[src/tpg_pkg.sv]
// Package with register map, field positions, reset values and state types of the pulse generator.
package tpg_pkg;

  // Register word indices; the byte address is four times the index.
  localparam logic [7:0] TPG_IDX_CH0_CTRL   = 8'h20;
  localparam logic [7:0] TPG_IDX_CH1_CTRL   = 8'h22;
  localparam logic [7:0] TPG_IDX_CH0_PRE    = 8'h23;
  localparam logic [7:0] TPG_IDX_CH1_PRE    = 8'h24;
  localparam logic [7:0] TPG_IDX_STATUS     = 8'h25;

  // Control register field positions (same layout on both channels where shared).
  localparam int TPG_BIT_SOFT_TRIGGER = 7;
  localparam int TPG_BIT_RESTART_EN   = 6;
  localparam int TPG_BIT_STOP_EN      = 5;
  localparam int TPG_BIT_PRESC_HI     = 4;
  localparam int TPG_BIT_PRESC_LO     = 2;
  localparam int TPG_BIT_CMP1_EN      = 1;
  localparam int TPG_BIT_CMP0_EN      = 0;
  localparam int TPG_BIT_SWAP         = 0;

  // Status register field positions.
  localparam int TPG_ST_CNT0_LO = 0;
  localparam int TPG_ST_CNT1_LO = 8;
  localparam int TPG_ST_RUN0    = 16;
  localparam int TPG_ST_RUN1    = 17;
  localparam int TPG_ST_CMP0    = 18;
  localparam int TPG_ST_CMP1    = 19;
  localparam int TPG_ST_IRQA    = 20;
  localparam int TPG_ST_IRQB    = 21;

  // Values after reset, and the terminal count of the counter.
  localparam logic [7:0] TPG_CTRL_RESET = 8'h00;
  localparam logic [7:0] TPG_PRE_RESET  = 8'h00;
  localparam logic [7:0] TPG_COUNT_MAX  = 8'hff;

  // Index of each synchronised trigger input.
  localparam int TPG_IN_CMP0 = 0;
  localparam int TPG_IN_CMP1 = 1;
  localparam int TPG_IN_IRQA = 2;
  localparam int TPG_IN_IRQB = 3;

  // Counting state of one channel.
  typedef struct packed {
    logic       running;
    logic [7:0] count;
    logic [6:0] presc;
  } tpg_chan_t;

  // State of the block but the reset synchroniser and hresp flops, registered in one process.
  typedef struct packed {
    tpg_chan_t   ch0;
    tpg_chan_t   ch1;
    logic [6:0]  ctl0;
    logic [6:0]  ctl1;
    logic [7:0]  pre0;
    logic [7:0]  pre1;
    logic [3:0]  sync1;
    logic [3:0]  sync2;
    logic [3:0]  prev;
    logic        dp_write;
    logic        dp_hit;
    logic [7:0]  dp_idx;
    logic [31:0] hrdata;
    logic        hreadyout;
    logic        out0;
    logic        out1;
    logic        pa0_o;
    logic        pa0_oe;
    logic        pc2_oe;
    logic        pc2_pu;
    logic        pc3_oe;
    logic        pc3_pu;
    logic        cmp0_en;
    logic        cmp1_en;
  } tpg_state_t;

endpackage : tpg_pkg

[src/tpg_top.sv]
// Two-channel triggered single-pulse generator with AHB-Lite register slave.
//
// Functional notes
// - Pulse spans up to 256 prescaled periods
// - Two independent 8-bit channels with registers
// - Falling trigger edge emits one pulse
// - Output polarity fixed by build parameter
// - Preload zero gives 256-period pulse
// - Counter starts at preload, counts up
// - Overflow reloads counter and stops channel
// - Overflow clears the software trigger bit
// - Each preload sets its channel's width
// - Prescaler bits 4..2 divide by 1..128
// - Comparator 0 enable takes over pin
// - Comparator 1 enable takes over pin
// - Stop-trigger enable lets stop edge stop
// - Exchange bit picks channel 0 stop source
// - Channel 0 restart enable lets comparator 1 start
// - Trigger bit write 1 starts, 0 stops
// - Starts while counting are ignored
// - Trigger bit reads pulse active status
// - Channel 1 pin option disables GPIO
// - Channel 0 control resets to zero
// - Exchange bit swaps stop, restart sources
//
// Register map; byte address is four times the word index.
//   Index 0x20: channel 0 control.
//   Index 0x22: channel 1 control.
//   Index 0x23: channel 0 preload.
//   Index 0x24: channel 1 preload.
//   Index 0x25: read-only status word.
// Other indices read as zero and ignore writes.
// So do addresses above 1 KB or not word aligned.
//
// Channel 0 control bits.
//   Bit 7 is the soft trigger, read as running.
//   Bit 6 lets comparator 1 falling start it.
//   Bit 5 lets the stop source falling stop it.
//   Bits 4:2 divide by two to the code.
//   Bit 1 enables comparator 1 and its pin.
//   Bit 0 enables comparator 0 and its pin.
//
// Channel 1 control bits.
//   Bit 7 is the soft trigger, read as running.
//   Bit 6 lets the restart source start it.
//   Bit 5 lets interrupt pin a stop it.
//   Bits 4:2 select the prescaler.
//   Bit 1 is absent and reads as zero.
//   Bit 0 swaps the stop and restart sources.
//
// Status word.
//   Bits 15:0 hold the two live counts.
//   Bits 17:16 hold the running flags.
//   Bits 19:18 hold the comparator levels.
//   Bits 21:20 are high while a pin is low.
//
// Bus timing.
//   The slave never stalls and answers OKAY.
//   Writes land at the end of the data phase.
//   Reads load at the address-phase edge.
//   A read after a write sees the new value.
//
// Trigger timing.
//   Inputs pass two flops and an edge flop.
//   A pin edge acts two to three cycles on.
//   Pulses under one clock may be missed.
//
// Pulse width.
//   A start loads the counter from preload.
//   Width is 256 minus preload periods.
//   A preload of zero gives 256 periods.
//   The prescaler restarts at each start.
//   A preload written mid-pulse waits.
//
// Hazard: swapping sources with triggers
// enabled can fake an edge, so software
// clears both enables first.
`timescale 1ns/10ps

module tpg_top
  import tpg_pkg::*;
#(
  parameter bit CH0_ACTIVE_HIGH = 1'b1,
  parameter bit CH1_ACTIVE_HIGH = 1'b1,
  parameter bit CH1_ON_PIN      = 1'b1
) (
  // Clock and reset.
  input  wire logic        ref_clk,
  input  wire logic        reset_n,
  // AHB-Lite slave.
  input  wire logic        hsel,
  input  wire logic [31:0] haddr,
  input  wire logic [1:0]  htrans,
  input  wire logic        hwrite,
  input  wire logic [2:0]  hsize,
  input  wire logic [31:0] hwdata,
  input  wire logic        hready,
  output logic      [31:0] hrdata,
  output logic             hreadyout,
  output logic             hresp,
  // Trigger inputs from comparators and interrupt pins (asynchronous).
  input  wire logic        comparator0_out,
  input  wire logic        comparator1_out,
  input  wire logic        ext_irq_pin_a_n,
  input  wire logic        ext_irq_pin_b_n,
  // Ordinary port logic requests, same clock.
  input  wire logic        gpio_pa0_o,
  input  wire logic        gpio_pa0_oe,
  input  wire logic        gpio_pc2_oe,
  input  wire logic        gpio_pc2_pu,
  input  wire logic        gpio_pc3_oe,
  input  wire logic        gpio_pc3_pu,
  // Pulse outputs and pin controls.
  output logic             pulse_ch0_out,
  output logic             pulse_ch1_out,
  output logic             port_a_pin0_o,
  output logic             port_a_pin0_oe,
  output logic             port_c_pin2_oe,
  output logic             port_c_pin2_pu,
  output logic             port_c_pin3_oe,
  output logic             port_c_pin3_pu,
  output logic             comparator0_enable,
  output logic             comparator1_enable
);

  // Prescaler terminal mask: divide by 2**sel needs sel low bits all ones.
  function automatic logic [6:0] presc_mask(input logic [2:0] sel);
    logic [7:0] m;
    m = (8'h01 << sel) - 8'h01;
    return m[6:0];
  endfunction : presc_mask

  // Both channels share this engine so they cannot drift apart.
  // While stopped, a start beats a stop in the same cycle.
  // While running, a stop wins and starts are ignored,
  // so a second trigger cannot stretch the pulse.
  // A stop reloads the counter, as an overflow does,
  // so the status shows where the next pulse begins.
  // The counter moves only at the prescaler terminal mask.
  // One clock of channel counting; starts are only honoured while stopped.
  function automatic tpg_chan_t chan_step(input tpg_chan_t  c,
                                          input logic [7:0] pre,
                                          input logic [2:0] sel,
                                          input logic       start,
                                          input logic       stop);
    tpg_chan_t n;
    n = c;
    if (!c.running) begin
      if (start) begin
        n.running = 1'b1;
        n.count   = pre;
        n.presc   = 7'h00;
      end
    end else if (stop) begin
      n.running = 1'b0;
      n.count   = pre;
      n.presc   = 7'h00;
    end else if (c.presc == presc_mask(sel)) begin
      n.presc = 7'h00;
      if (c.count == TPG_COUNT_MAX) begin
        n.count   = pre;
        n.running = 1'b0;
      end else begin
        n.count = c.count + 8'h01;
      end
    end else begin
      n.presc = c.presc + 7'h01;
    end
    return n;
  endfunction : chan_step

  // The pin may rise at any time against the clock.
  // Releasing flops directly could free some a cycle early.
  // The copy frees the block on one clean edge,
  // at the price of two cycles of reset latency.
  // Reset release synchroniser; every other flop uses its output.
  logic rst_meta;
  logic rst_n_sync;

  always_ff @(posedge ref_clk or negedge reset_n) begin
    if (!reset_n) begin
      rst_meta   <= 1'b0;
      rst_n_sync <= 1'b0;
    end else begin
      rst_meta   <= 1'b1;
      rst_n_sync <= rst_meta;
    end
  end

  // All block state but the reset synchroniser and hresp flops is one struct: one process builds it,
  // one process registers it.
  tpg_state_t st_reg;
  tpg_state_t st_next;

  logic [3:0]  fall;
  logic        stop_source_fall;
  logic        restart_source_fall;
  logic        wr_ctl0;
  logic        wr_ctl1;
  logic [7:0]  wdata;
  logic        start0;
  logic        stop0;
  logic        start1;
  logic        stop1;
  logic        addr_ok;
  logic [31:0] rd_word;

  // Next-state logic for the whole block.
  always_comb begin
    st_next = st_reg;

    // Trigger inputs pass two flops, then an edge against the previous sample.
    st_next.sync1 = {ext_irq_pin_b_n, ext_irq_pin_a_n, comparator1_out, comparator0_out};
    st_next.sync2 = st_reg.sync1;
    st_next.prev  = st_reg.sync2;
    fall          = st_reg.prev & ~st_reg.sync2;

    // Source exchange; swapping with triggers enabled may give a false edge.
    if (st_reg.ctl1[TPG_BIT_SWAP]) begin
      stop_source_fall    = fall[TPG_IN_CMP0];
      restart_source_fall = fall[TPG_IN_IRQB];
    end else begin
      stop_source_fall    = fall[TPG_IN_IRQB];
      restart_source_fall = fall[TPG_IN_CMP0];
    end

    // Writes use the registered data-phase flags, since
    // hwdata is valid only one cycle after the address.
    // Bit 1 of channel 1 is forced to zero for readback.
    // Register writes land in the data phase.
    wdata   = hwdata[7:0];
    wr_ctl0 = st_reg.dp_write && st_reg.dp_hit && (st_reg.dp_idx == TPG_IDX_CH0_CTRL);
    wr_ctl1 = st_reg.dp_write && st_reg.dp_hit && (st_reg.dp_idx == TPG_IDX_CH1_CTRL);
    if (wr_ctl0) begin
      st_next.ctl0 = wdata[6:0];
    end
    if (wr_ctl1) begin
      st_next.ctl1 = {wdata[6:2], 1'b0, wdata[TPG_BIT_SWAP]};
    end
    if (st_reg.dp_write && st_reg.dp_hit && (st_reg.dp_idx == TPG_IDX_CH0_PRE)) begin
      st_next.pre0 = wdata;
    end
    if (st_reg.dp_write && st_reg.dp_hit && (st_reg.dp_idx == TPG_IDX_CH1_PRE)) begin
      st_next.pre1 = wdata;
    end

    // Every control write is a start or a stop by bit 7,
    // so software changing only the prescaler must
    // write bit 7 with the running state.
    // Start and stop requests; a start while running simply finds no effect.
    start0 = (wr_ctl0 && wdata[TPG_BIT_SOFT_TRIGGER])
           || (st_reg.ctl0[TPG_BIT_RESTART_EN] && fall[TPG_IN_CMP1]);
    stop0  = (wr_ctl0 && !wdata[TPG_BIT_SOFT_TRIGGER])
           || (st_reg.ctl0[TPG_BIT_STOP_EN] && stop_source_fall);
    start1 = (wr_ctl1 && wdata[TPG_BIT_SOFT_TRIGGER])
           || (st_reg.ctl1[TPG_BIT_RESTART_EN] && restart_source_fall);
    stop1  = (wr_ctl1 && !wdata[TPG_BIT_SOFT_TRIGGER])
           || (st_reg.ctl1[TPG_BIT_STOP_EN] && fall[TPG_IN_IRQA]);

    // Both channels share the same counting engine.
    st_next.ch0 = chan_step(st_reg.ch0, st_reg.pre0,
                            st_reg.ctl0[TPG_BIT_PRESC_HI:TPG_BIT_PRESC_LO], start0, stop0);
    st_next.ch1 = chan_step(st_reg.ch1, st_reg.pre1,
                            st_reg.ctl1[TPG_BIT_PRESC_HI:TPG_BIT_PRESC_LO], start1, stop1);

    // Outputs follow the running flag at the built-in polarity.
    st_next.out0 = st_next.ch0.running ~^ CH0_ACTIVE_HIGH;
    st_next.out1 = st_next.ch1.running ~^ CH1_ACTIVE_HIGH;

    // An enabled comparator owns its pin: the port logic
    // loses driver and pull-up but may still read it.
    // The channel 1 pin option is fixed at build time.
    // Pin takeover by the comparators and the channel 1 pin option.
    st_next.cmp0_en = st_next.ctl0[TPG_BIT_CMP0_EN];
    st_next.cmp1_en = st_next.ctl0[TPG_BIT_CMP1_EN];
    st_next.pc2_oe  = gpio_pc2_oe & ~st_next.ctl0[TPG_BIT_CMP0_EN];
    st_next.pc2_pu  = gpio_pc2_pu & ~st_next.ctl0[TPG_BIT_CMP0_EN];
    st_next.pc3_oe  = gpio_pc3_oe & ~st_next.ctl0[TPG_BIT_CMP1_EN];
    st_next.pc3_pu  = gpio_pc3_pu & ~st_next.ctl0[TPG_BIT_CMP1_EN];
    if (CH1_ON_PIN) begin
      st_next.pa0_o  = st_next.out1;
      st_next.pa0_oe = 1'b1;
    end else begin
      st_next.pa0_o  = gpio_pa0_o;
      st_next.pa0_oe = gpio_pa0_oe;
    end

    // Only flags and the word index are kept, so the
    // write decode needs no copy of the full address.
    // Address phase capture; the slave never inserts wait states.
    addr_ok = (haddr[31:10] == 22'h000000) && (haddr[1:0] == 2'b00);
    st_next.hreadyout = 1'b1;
    st_next.dp_write  = 1'b0;
    if (hsel && htrans[1] && hready) begin
      st_next.dp_write = hwrite;
      st_next.dp_hit   = addr_ok;
      st_next.dp_idx   = haddr[9:2];
    end

    // Status inputs come from the synchroniser,
    // never from the raw pins.
    // Read data taken from next-state values so a write just before is seen.
    unique case (haddr[9:2])
      TPG_IDX_CH0_CTRL: rd_word = {24'h000000, st_next.ch0.running,
                                   st_next.ctl0};
      TPG_IDX_CH1_CTRL: rd_word = {24'h000000, st_next.ch1.running, st_next.ctl1};
      TPG_IDX_CH0_PRE:  rd_word = {24'h000000, st_next.pre0};
      TPG_IDX_CH1_PRE:  rd_word = {24'h000000, st_next.pre1};
      TPG_IDX_STATUS:   rd_word = {10'h000, ~st_reg.sync2[TPG_IN_IRQB],
                                   ~st_reg.sync2[TPG_IN_IRQA],
                                   st_reg.sync2[TPG_IN_CMP1], st_reg.sync2[TPG_IN_CMP0],
                                   st_next.ch1.running, st_next.ch0.running,
                                   st_next.ch1.count, st_next.ch0.count};
      default:          rd_word = 32'h00000000;
    endcase
    if (hsel && htrans[1] && hready && !hwrite && addr_ok) begin
      st_next.hrdata = rd_word;
    end else if (hsel && htrans[1] && hready) begin
      st_next.hrdata = 32'h00000000;
    end
  end

  // State register; reset clears control bits and parks outputs inactive.
  always_ff @(posedge ref_clk or negedge rst_n_sync) begin
    if (!rst_n_sync) begin
      st_reg           <= '0;
      st_reg.hreadyout <= 1'b1;
      st_reg.sync1     <= 4'hf;
      st_reg.sync2     <= 4'hf;
      st_reg.prev      <= 4'hf;
      st_reg.out0      <= ~CH0_ACTIVE_HIGH;
      st_reg.out1      <= ~CH1_ACTIVE_HIGH;
      st_reg.pa0_o     <= CH1_ON_PIN & ~CH1_ACTIVE_HIGH;
      st_reg.pa0_oe    <= CH1_ON_PIN;
    end else begin
      st_reg <= st_next;
    end
  end

  // Hresp is constant OKAY; a flop keeps every output registered.
  logic hresp_reg;

  always_ff @(posedge ref_clk or negedge rst_n_sync) begin
    if (!rst_n_sync) begin
      hresp_reg <= 1'b0;
    end else begin
      hresp_reg <= 1'b0;
    end
  end

  // Pins never glitch while next-state logic settles;
  // the cost is one cycle from a write to the pins.
  // Outputs straight from the state flops.
  assign hrdata             = st_reg.hrdata;
  assign hreadyout          = st_reg.hreadyout;
  assign hresp              = hresp_reg;
  assign pulse_ch0_out      = st_reg.out0;
  assign pulse_ch1_out      = st_reg.out1;
  assign port_a_pin0_o      = st_reg.pa0_o;
  assign port_a_pin0_oe     = st_reg.pa0_oe;
  assign port_c_pin2_oe     = st_reg.pc2_oe;
  assign port_c_pin2_pu     = st_reg.pc2_pu;
  assign port_c_pin3_oe     = st_reg.pc3_oe;
  assign port_c_pin3_pu     = st_reg.pc3_pu;
  assign comparator0_enable = st_reg.cmp0_en;
  assign comparator1_enable = st_reg.cmp1_en;

endmodule : tpg_top

[config.mk]
export PLATFORM = sky130hd
export DESIGN_NAME = tpg_top
export DESIGN_NICKNAME = d
export VERILOG_FILES = /design/src/tpg_pkg.sv /design/src/tpg_top.sv
export SDC_FILE = /design/constraint.sdc
export NUM_CORES = 1
export LEC_CHECK = 0
export ABC_AREA = 1
export CORE_ASPECT_RATIO = 0.75
export CORE_MARGIN = 2
export CORE_UTILIZATION = 35
export DETAILED_ROUTE_END_ITERATION = 10
export DONT_BUFFER_PORTS = 1
export PLACE_DENSITY = 0.46
export SYNTH_ARGS = -nofsm -noshare
export SYNTH_HDL_FRONTEND = slang
export SYNTH_SLANG_ARGS = --single-unit
[constraint.sdc]
create_clock -name ref_clk -period 4.2 [get_ports ref_clk]
set_input_delay 0.42 -clock ref_clk [delete_from_list [all_inputs] [get_ports ref_clk]]
set_output_delay 0.42 -clock ref_clk [all_outputs]
set_load 0.005 [all_outputs]
# Word level (Yosys, flattened, before mapping)
# Cells that the tools add are included.
[op_classes]
eq_ne = 13
mux = 24
reduce_logical = 29
bitwise = 10
shifts = 2
addsub = 6
[ops]
columns = ["cell", "count"]
rows = [
  ["one-hot mux 22 bit (5 select lines)", 1],
  ["2-to-1 mux 16 bit", 6],
  ["equality test 8 x 6 -> 1 bit (second input constant)", 9],
  ["2-to-1 mux 32 bit", 2],
  ["2-to-1 mux 8 bit", 4],
  ["2-to-1 mux 7 bit", 4],
  ["zero test 22 bit", 1],
  ["logical AND 1 bit", 18],
  ["2-to-1 mux 9 bit", 2],
  ["adder 8 x 1 -> 8 bit (second input constant)", 2],
  ["equality test 8 bit (second input constant)", 2],
  ["adder 7 x 1 -> 7 bit (second input constant)", 2],
  ["equality test 7 bit", 2],
  ["<< shifter 1 x 3 -> 7 bit (first input constant)", 2],
  ["subtractor 7 x 1 -> 7 bit (second input constant)", 2],
  ["2-to-1 mux 10 bit", 1],
  ["nonzero test 2 bit", 3],
  ["bitwise AND 1 bit", 4],
  ["bitwise AND 4 bit", 1],
  ["logical OR 1 bit", 4],
  ["2-to-1 mux 1 bit", 4],
  ["inverter 1 bit", 4],
  ["inverter 4 bit", 1],
  ["zero test 1 bit", 2],
  ["zero test 2 bit", 1],
]
[word_totals]
word_cells = 109
in_bits = 84
out_inout_bits = 44
register_bits = 124

# Logic depth before layout (Yosys ltp)
[logic_depth]
depth_word = 9
mapped_depth = 17
mapped_depth_nobuf = 16

# Least setup slack after synthesis
# OpenSTA, ideal clock, no wires.
[synth_path]
kind = "reg-to-reg"
startpoint = "register st_reg[92] (netlist bit)"
endpoint = "register st_reg (netlist bit hrdata[7])"
path_stages_with_launch = 16
setup_time_ns = 0.117
required_ns = 4.083
period_less_slack_ns = 1.691
n_path_buf = 1
t_arrival_ns = 1.575
setup_slack_ns = 2.509
path_cell_list = "dfrtp_1 -> buf_6 -> nor2_2 -> nand2_1 -> nand2_1 -> nand3_2 -> nor2_4 -> nand3_2 -> nand2_2 -> nand2_4 -> nand2_2 -> nand2_1 -> nor2_1 -> nand2_1 -> nand2_1 -> nand2_1"
[synth_rtl]
columns = ["element", "line_no", "text"]
rows = [
  ["from (decl)", "tpg_top.sv:192", "tpg_state_t st_reg;"],
  ["from (signal assigned)", "tpg_top.sv:336", "st_reg <= st_next;"],
]

# Worst setup path after layout
[layout_path]
startpoint = "input port haddr[9]"
endpoint = "register st_reg (netlist bit hrdata[21])"
[layout_via]
elab_chain_len = 3
elab_cells_between_ends = 7
cone_classes = "eq/ne: 5; mux: 2"
[layout_rtl]
columns = ["element", "line_no", "text"]
rows = [
  ["from (decl)", "tpg_top.sv:92", "input wire logic [31:0] haddr,"],
  ["equality test 8 x 6 -> 1 bit", "tpg_top.sv:303", "unique case (haddr[9:2])"],
  ["one-hot mux 22 bit (5 select lines) *", "tpg_top.sv:303", ""],
  ["2-to-1 mux 32 bit *", "tpg_top.sv:316", "if (hsel && htrans[1] && hready && !hwrite && addr_ok) begin"],
]
# Every way passes the cells marked *; elsewhere a longest branch is shown, timed or not.
# A chain may end at the register's enable or synchronous reset.

==> impl_summary.md <==
Timing
Setup repair after global routing left no endpoint under its margin. The final worst-path cycle share is 58.1%. Derived from the worst setup path, the maximum achievable clock frequency is 410 MHz.

For the final database, setup skew stands at 14.9 ps. In the final timing run, aggregate negative setup slack is 0 ps. The final max-slew violation count was 0. The number of hold violations in the final report is 0. The normalized max-slew margin is 42.7%. The measured slew at the worst slew-check pin is 852 ps. The final period demand of the worst path is 2440 ps. The final-report setup violation count is 0.

Placement
Input and output buffers added on the ports amount to 0. The placer congestion estimate is 0.909. The placed wire-length estimate is 13.7 mm.

Power
Power spread over the standard cell area amounts to 436 nW/um^2. Summed over all cells, the static leakage comes to 3.64 nW. In this run the power spent charging and discharging nets is 1.15 mW.

The power consumption is 3.04 mW. The worst-case IR drop observed on VDD is 0.207 mV. The fraction of power spent switching nets is 37.8%.

In this run, flip-flops and latches consume 42.9% of the power. In this run, the combinational gates consume 26.9% of the power. The cell-internal power is 1.89 mW.

The clock network fraction of design power is 30.1%.

Global routing
The via count of the first global-routing pass came to 5,109. The combined global-route utilization of all metal layers is 18.3%. The number of antenna violations at the first check in global routing is 0. The maximum number of pins on one net before global-route repair is 47. The total overflow left after global routing is 0. The first-pass GRT wire length is 28.0 mm.

Logic synthesis
The synthesized netlist occupies a cell area of 6610 um^2. The synthesized flop and latch total is 112. Counting every instance in the synthesized netlist gives 877. Of all cell types, the one taking the most synthesized area is dfrtp_1. The mean instance size in the synthesized netlist is 7.54 um^2.

Yosys printed 0 warnings. For this run, the register share of the synthesized area comes to 42.6%. Counting flops with an async set or reset pin after synthesis yields a share of 100%.

By area the synthesized netlist is led by dfrtp_1, nand2_1, inv_1. The count of flip-flops with a built-in enable after synthesis is 0. The count of distinct cell types in the synthesized netlist is 53. The share of synthesized area in the top cell type comes to 37.9%. In the synthesized netlist the dominant register cell turns out to be dfrtp_1.

Worst setup path
Along the worst path, the maximum fanout reaches 11. The endpoint required time on the critical path is 4490 ps. The worst-case reg-to-reg path depth is 11. The data arrival time at the worst-slack endpoint is 2740 ps.

The type of origin of the critical path is an input port. The minimum setup slack among reg-to-reg paths is 1980 ps. The critical path in this run is classified as input port to register. The endpoint of the worst-slack reg-to-reg timing path is hrdata[6]$_DFFE_PN0P_. The source of the worst register-to-register timing path is st_reg[50]$_DFFE_PN0P_. The worst setup path is captured at a register.

Floorplanning
The total area inside the core boundary comes to 18,500 um^2. The die covers 20,000 um^2. 128 I/O pins were placed. The initialized floorplan defines 43 standard-cell rows. For this configuration, the core starts out at a cell density of 35.7%. The floorplan step set the die width to 163 um. The die is 123 um tall.

Final layout
The layout net count is 943. Compared with the post-synthesis result, the final layout area differs by 5.45%. The final core utilization is 37.7%. The number of antenna diodes is 0.

The flip-flop count of the largest register after layout is 74. In the final layout, the share of cells above drive strength 1 is 9.53%.

Run status
The flow ran to the end, and the final reports show no timing, DRC or antenna violations.

Hold path
The launch point of the worst hold path is comparator0_out. The sink of the worst hold path is st_next[57]$_DFF_PN1_. The path category of the worst min-delay check is input port to register. The worst hold path stage count is 0.

Clock tree
The clock slew at the register clock pins of the worst setup and hold paths is 90 ps. TritonCTS built the clock tree. The number of hold buffers added after CTS was 1. The buffer type at the clock tree root is clkbuf_16.

After clock tree synthesis, the repair step resized 0 gates. The number of CTS-inserted buffers is 9. The number of clock sinks is 112.

The number of H-tree levels is 3. The buffer depth of the longest clock path is 2. The post-CTS repair timing setup buffer count is 0. The later-pin clock latency in the skew report is 380 ps.

Detailed routing
The routed layout has 5,465 vias. In this run the remaining antenna-violating nets after routing total 0. After the first detailed-routing iteration, the DRC count stood at 396. The length of routed wiring on met1 is 9.09 mm. After detailed routing, the met3 layer carries 1.07 mm of wire. Summed over all layers, the routed wires come to 17.7 mm.

Using the TritonRoute via totals, the vias-per-cell ratio works out to 4.94. The average routed wire per standard cell is 16.0 um. Wire segments on met2 add up to 7.22 mm in the final route. The highest metal layer carrying signal wires in the routed design is met4. The pre-antenna-repair detailed-routing pass consisted of 5 iterations. The number of remaining DRC errors is 0.

Flow run
The tool flagged a number of max-cap violations equal to 0.
==> layer usage <==
metal  track usage, %  vias up
met5                0        -
met4             5.70        0
met3             4.73       21
met2             26.2      128
met1             26.9     2581
li1                 -     2735
==> cell type report <==
cell class / instances / area (um^2)
clock buffers: 9 / 225
clock inverters: 7 / 86.3
fillers: 1949 / 11500
inverters: 115 / 434
multi-input cells: 613 / 3060
flip-flops and latches: 112 / 2820
well taps: 247 / 309
repair buffers: 4 / 32.5
==> through the flow <==
step | cell area (um^2) | hold slack (ps) | worst slack [ps] | instances
floorplan | 6660 | 124 | 870 | 889
global placement | 6650 | 124 | 1480 | 1090
detailed placement | 6650 | 124 | 1350 | 1090
CTS | 6970 | 16.7 | 1760 | 1107
global route | 6970 | 8.92 | 1520 | 1107
finish | 6970 | 29.0 | 1760 | 1107
==> cell usage after synthesis, drive strengths merged (6+ instances only) <==
| cell | number |
|---|---|
| a21oi | 18 |
| nand4 | 14 |
| nand2 | 264 |
| inv | 114 |
| o21ai | 67 |
| nor3 | 10 |
| a21boi | 9 |
| o22ai | 10 |
| xor2 | 12 |
| nor4 | 11 |
| nor2 | 71 |
| nand3 | 70 |
| buf | 45 |
| dfstp | 12 |
| o211ai | 6 |
| dfrtp | 100 |
==> placed cells by master (no fill, tap or decap), types with 12 or more instances in the layout <==
master   count
nand2_1    252
inv_1      102
dfrtp_1     99
nand3_1     66
nor2_1      61
o21ai_0     43
o21ai_1     22
a21oi_1     18
conb_1      14
nand4_1     13
xor2_1      12
dfstp_2     12
==> kinds of logic after synthesis <==
family	count (synthesis)	share of synthesized area, %
simple gates	457	31.7
buf+inv	164	11.7
compound gates	121	10.7
flops	112	42.6
xor+xnor	16	2.12
fa+ha+maj	4	0.757
other cells	2	0.114
mux	1	0.170
==> critical path, cell delays in order <==
cell     delay (ps)
inv_1            60
nand4_2         260
nor3b_1         740
inv_1           130
nor2_1          700
inv_1           200
o21ai_0         220
==> worst max path at each step <==
stage | startpoint | endpoint | slack [ps]
global route | haddr[9] | hrdata[21]$_DFFE_PN0P_ | 1520
detailed placement | haddr[8] | hrdata[21]$_DFFE_PN0P_ | 1350
finish | haddr[9] | hrdata[21]$_DFFE_PN0P_ | 1760
CTS | haddr[8] | hrdata[21]$_DFFE_PN0P_ | 1760
floorplan | rst_n_sync$_DFF_PN0_ | hrdata[0]$_DFFE_PN0P_ | 870
global placement | haddr[9] | hrdata[20]$_DFFE_PN0P_ | 1480
==> power groups by stage <==
stage                     Clock, mW  Combinational, mW  Sequential [mW]
after floorplan                   0              0.647             1.29
after global placement            0              0.798             1.32
after detailed placement          0              0.809             1.33
after CTS                     0.943              0.814             1.30
after global routing          0.977              0.948             1.32
final                         0.916              0.819             1.31
Note: power is estimated with default switching activity, not from simulation.
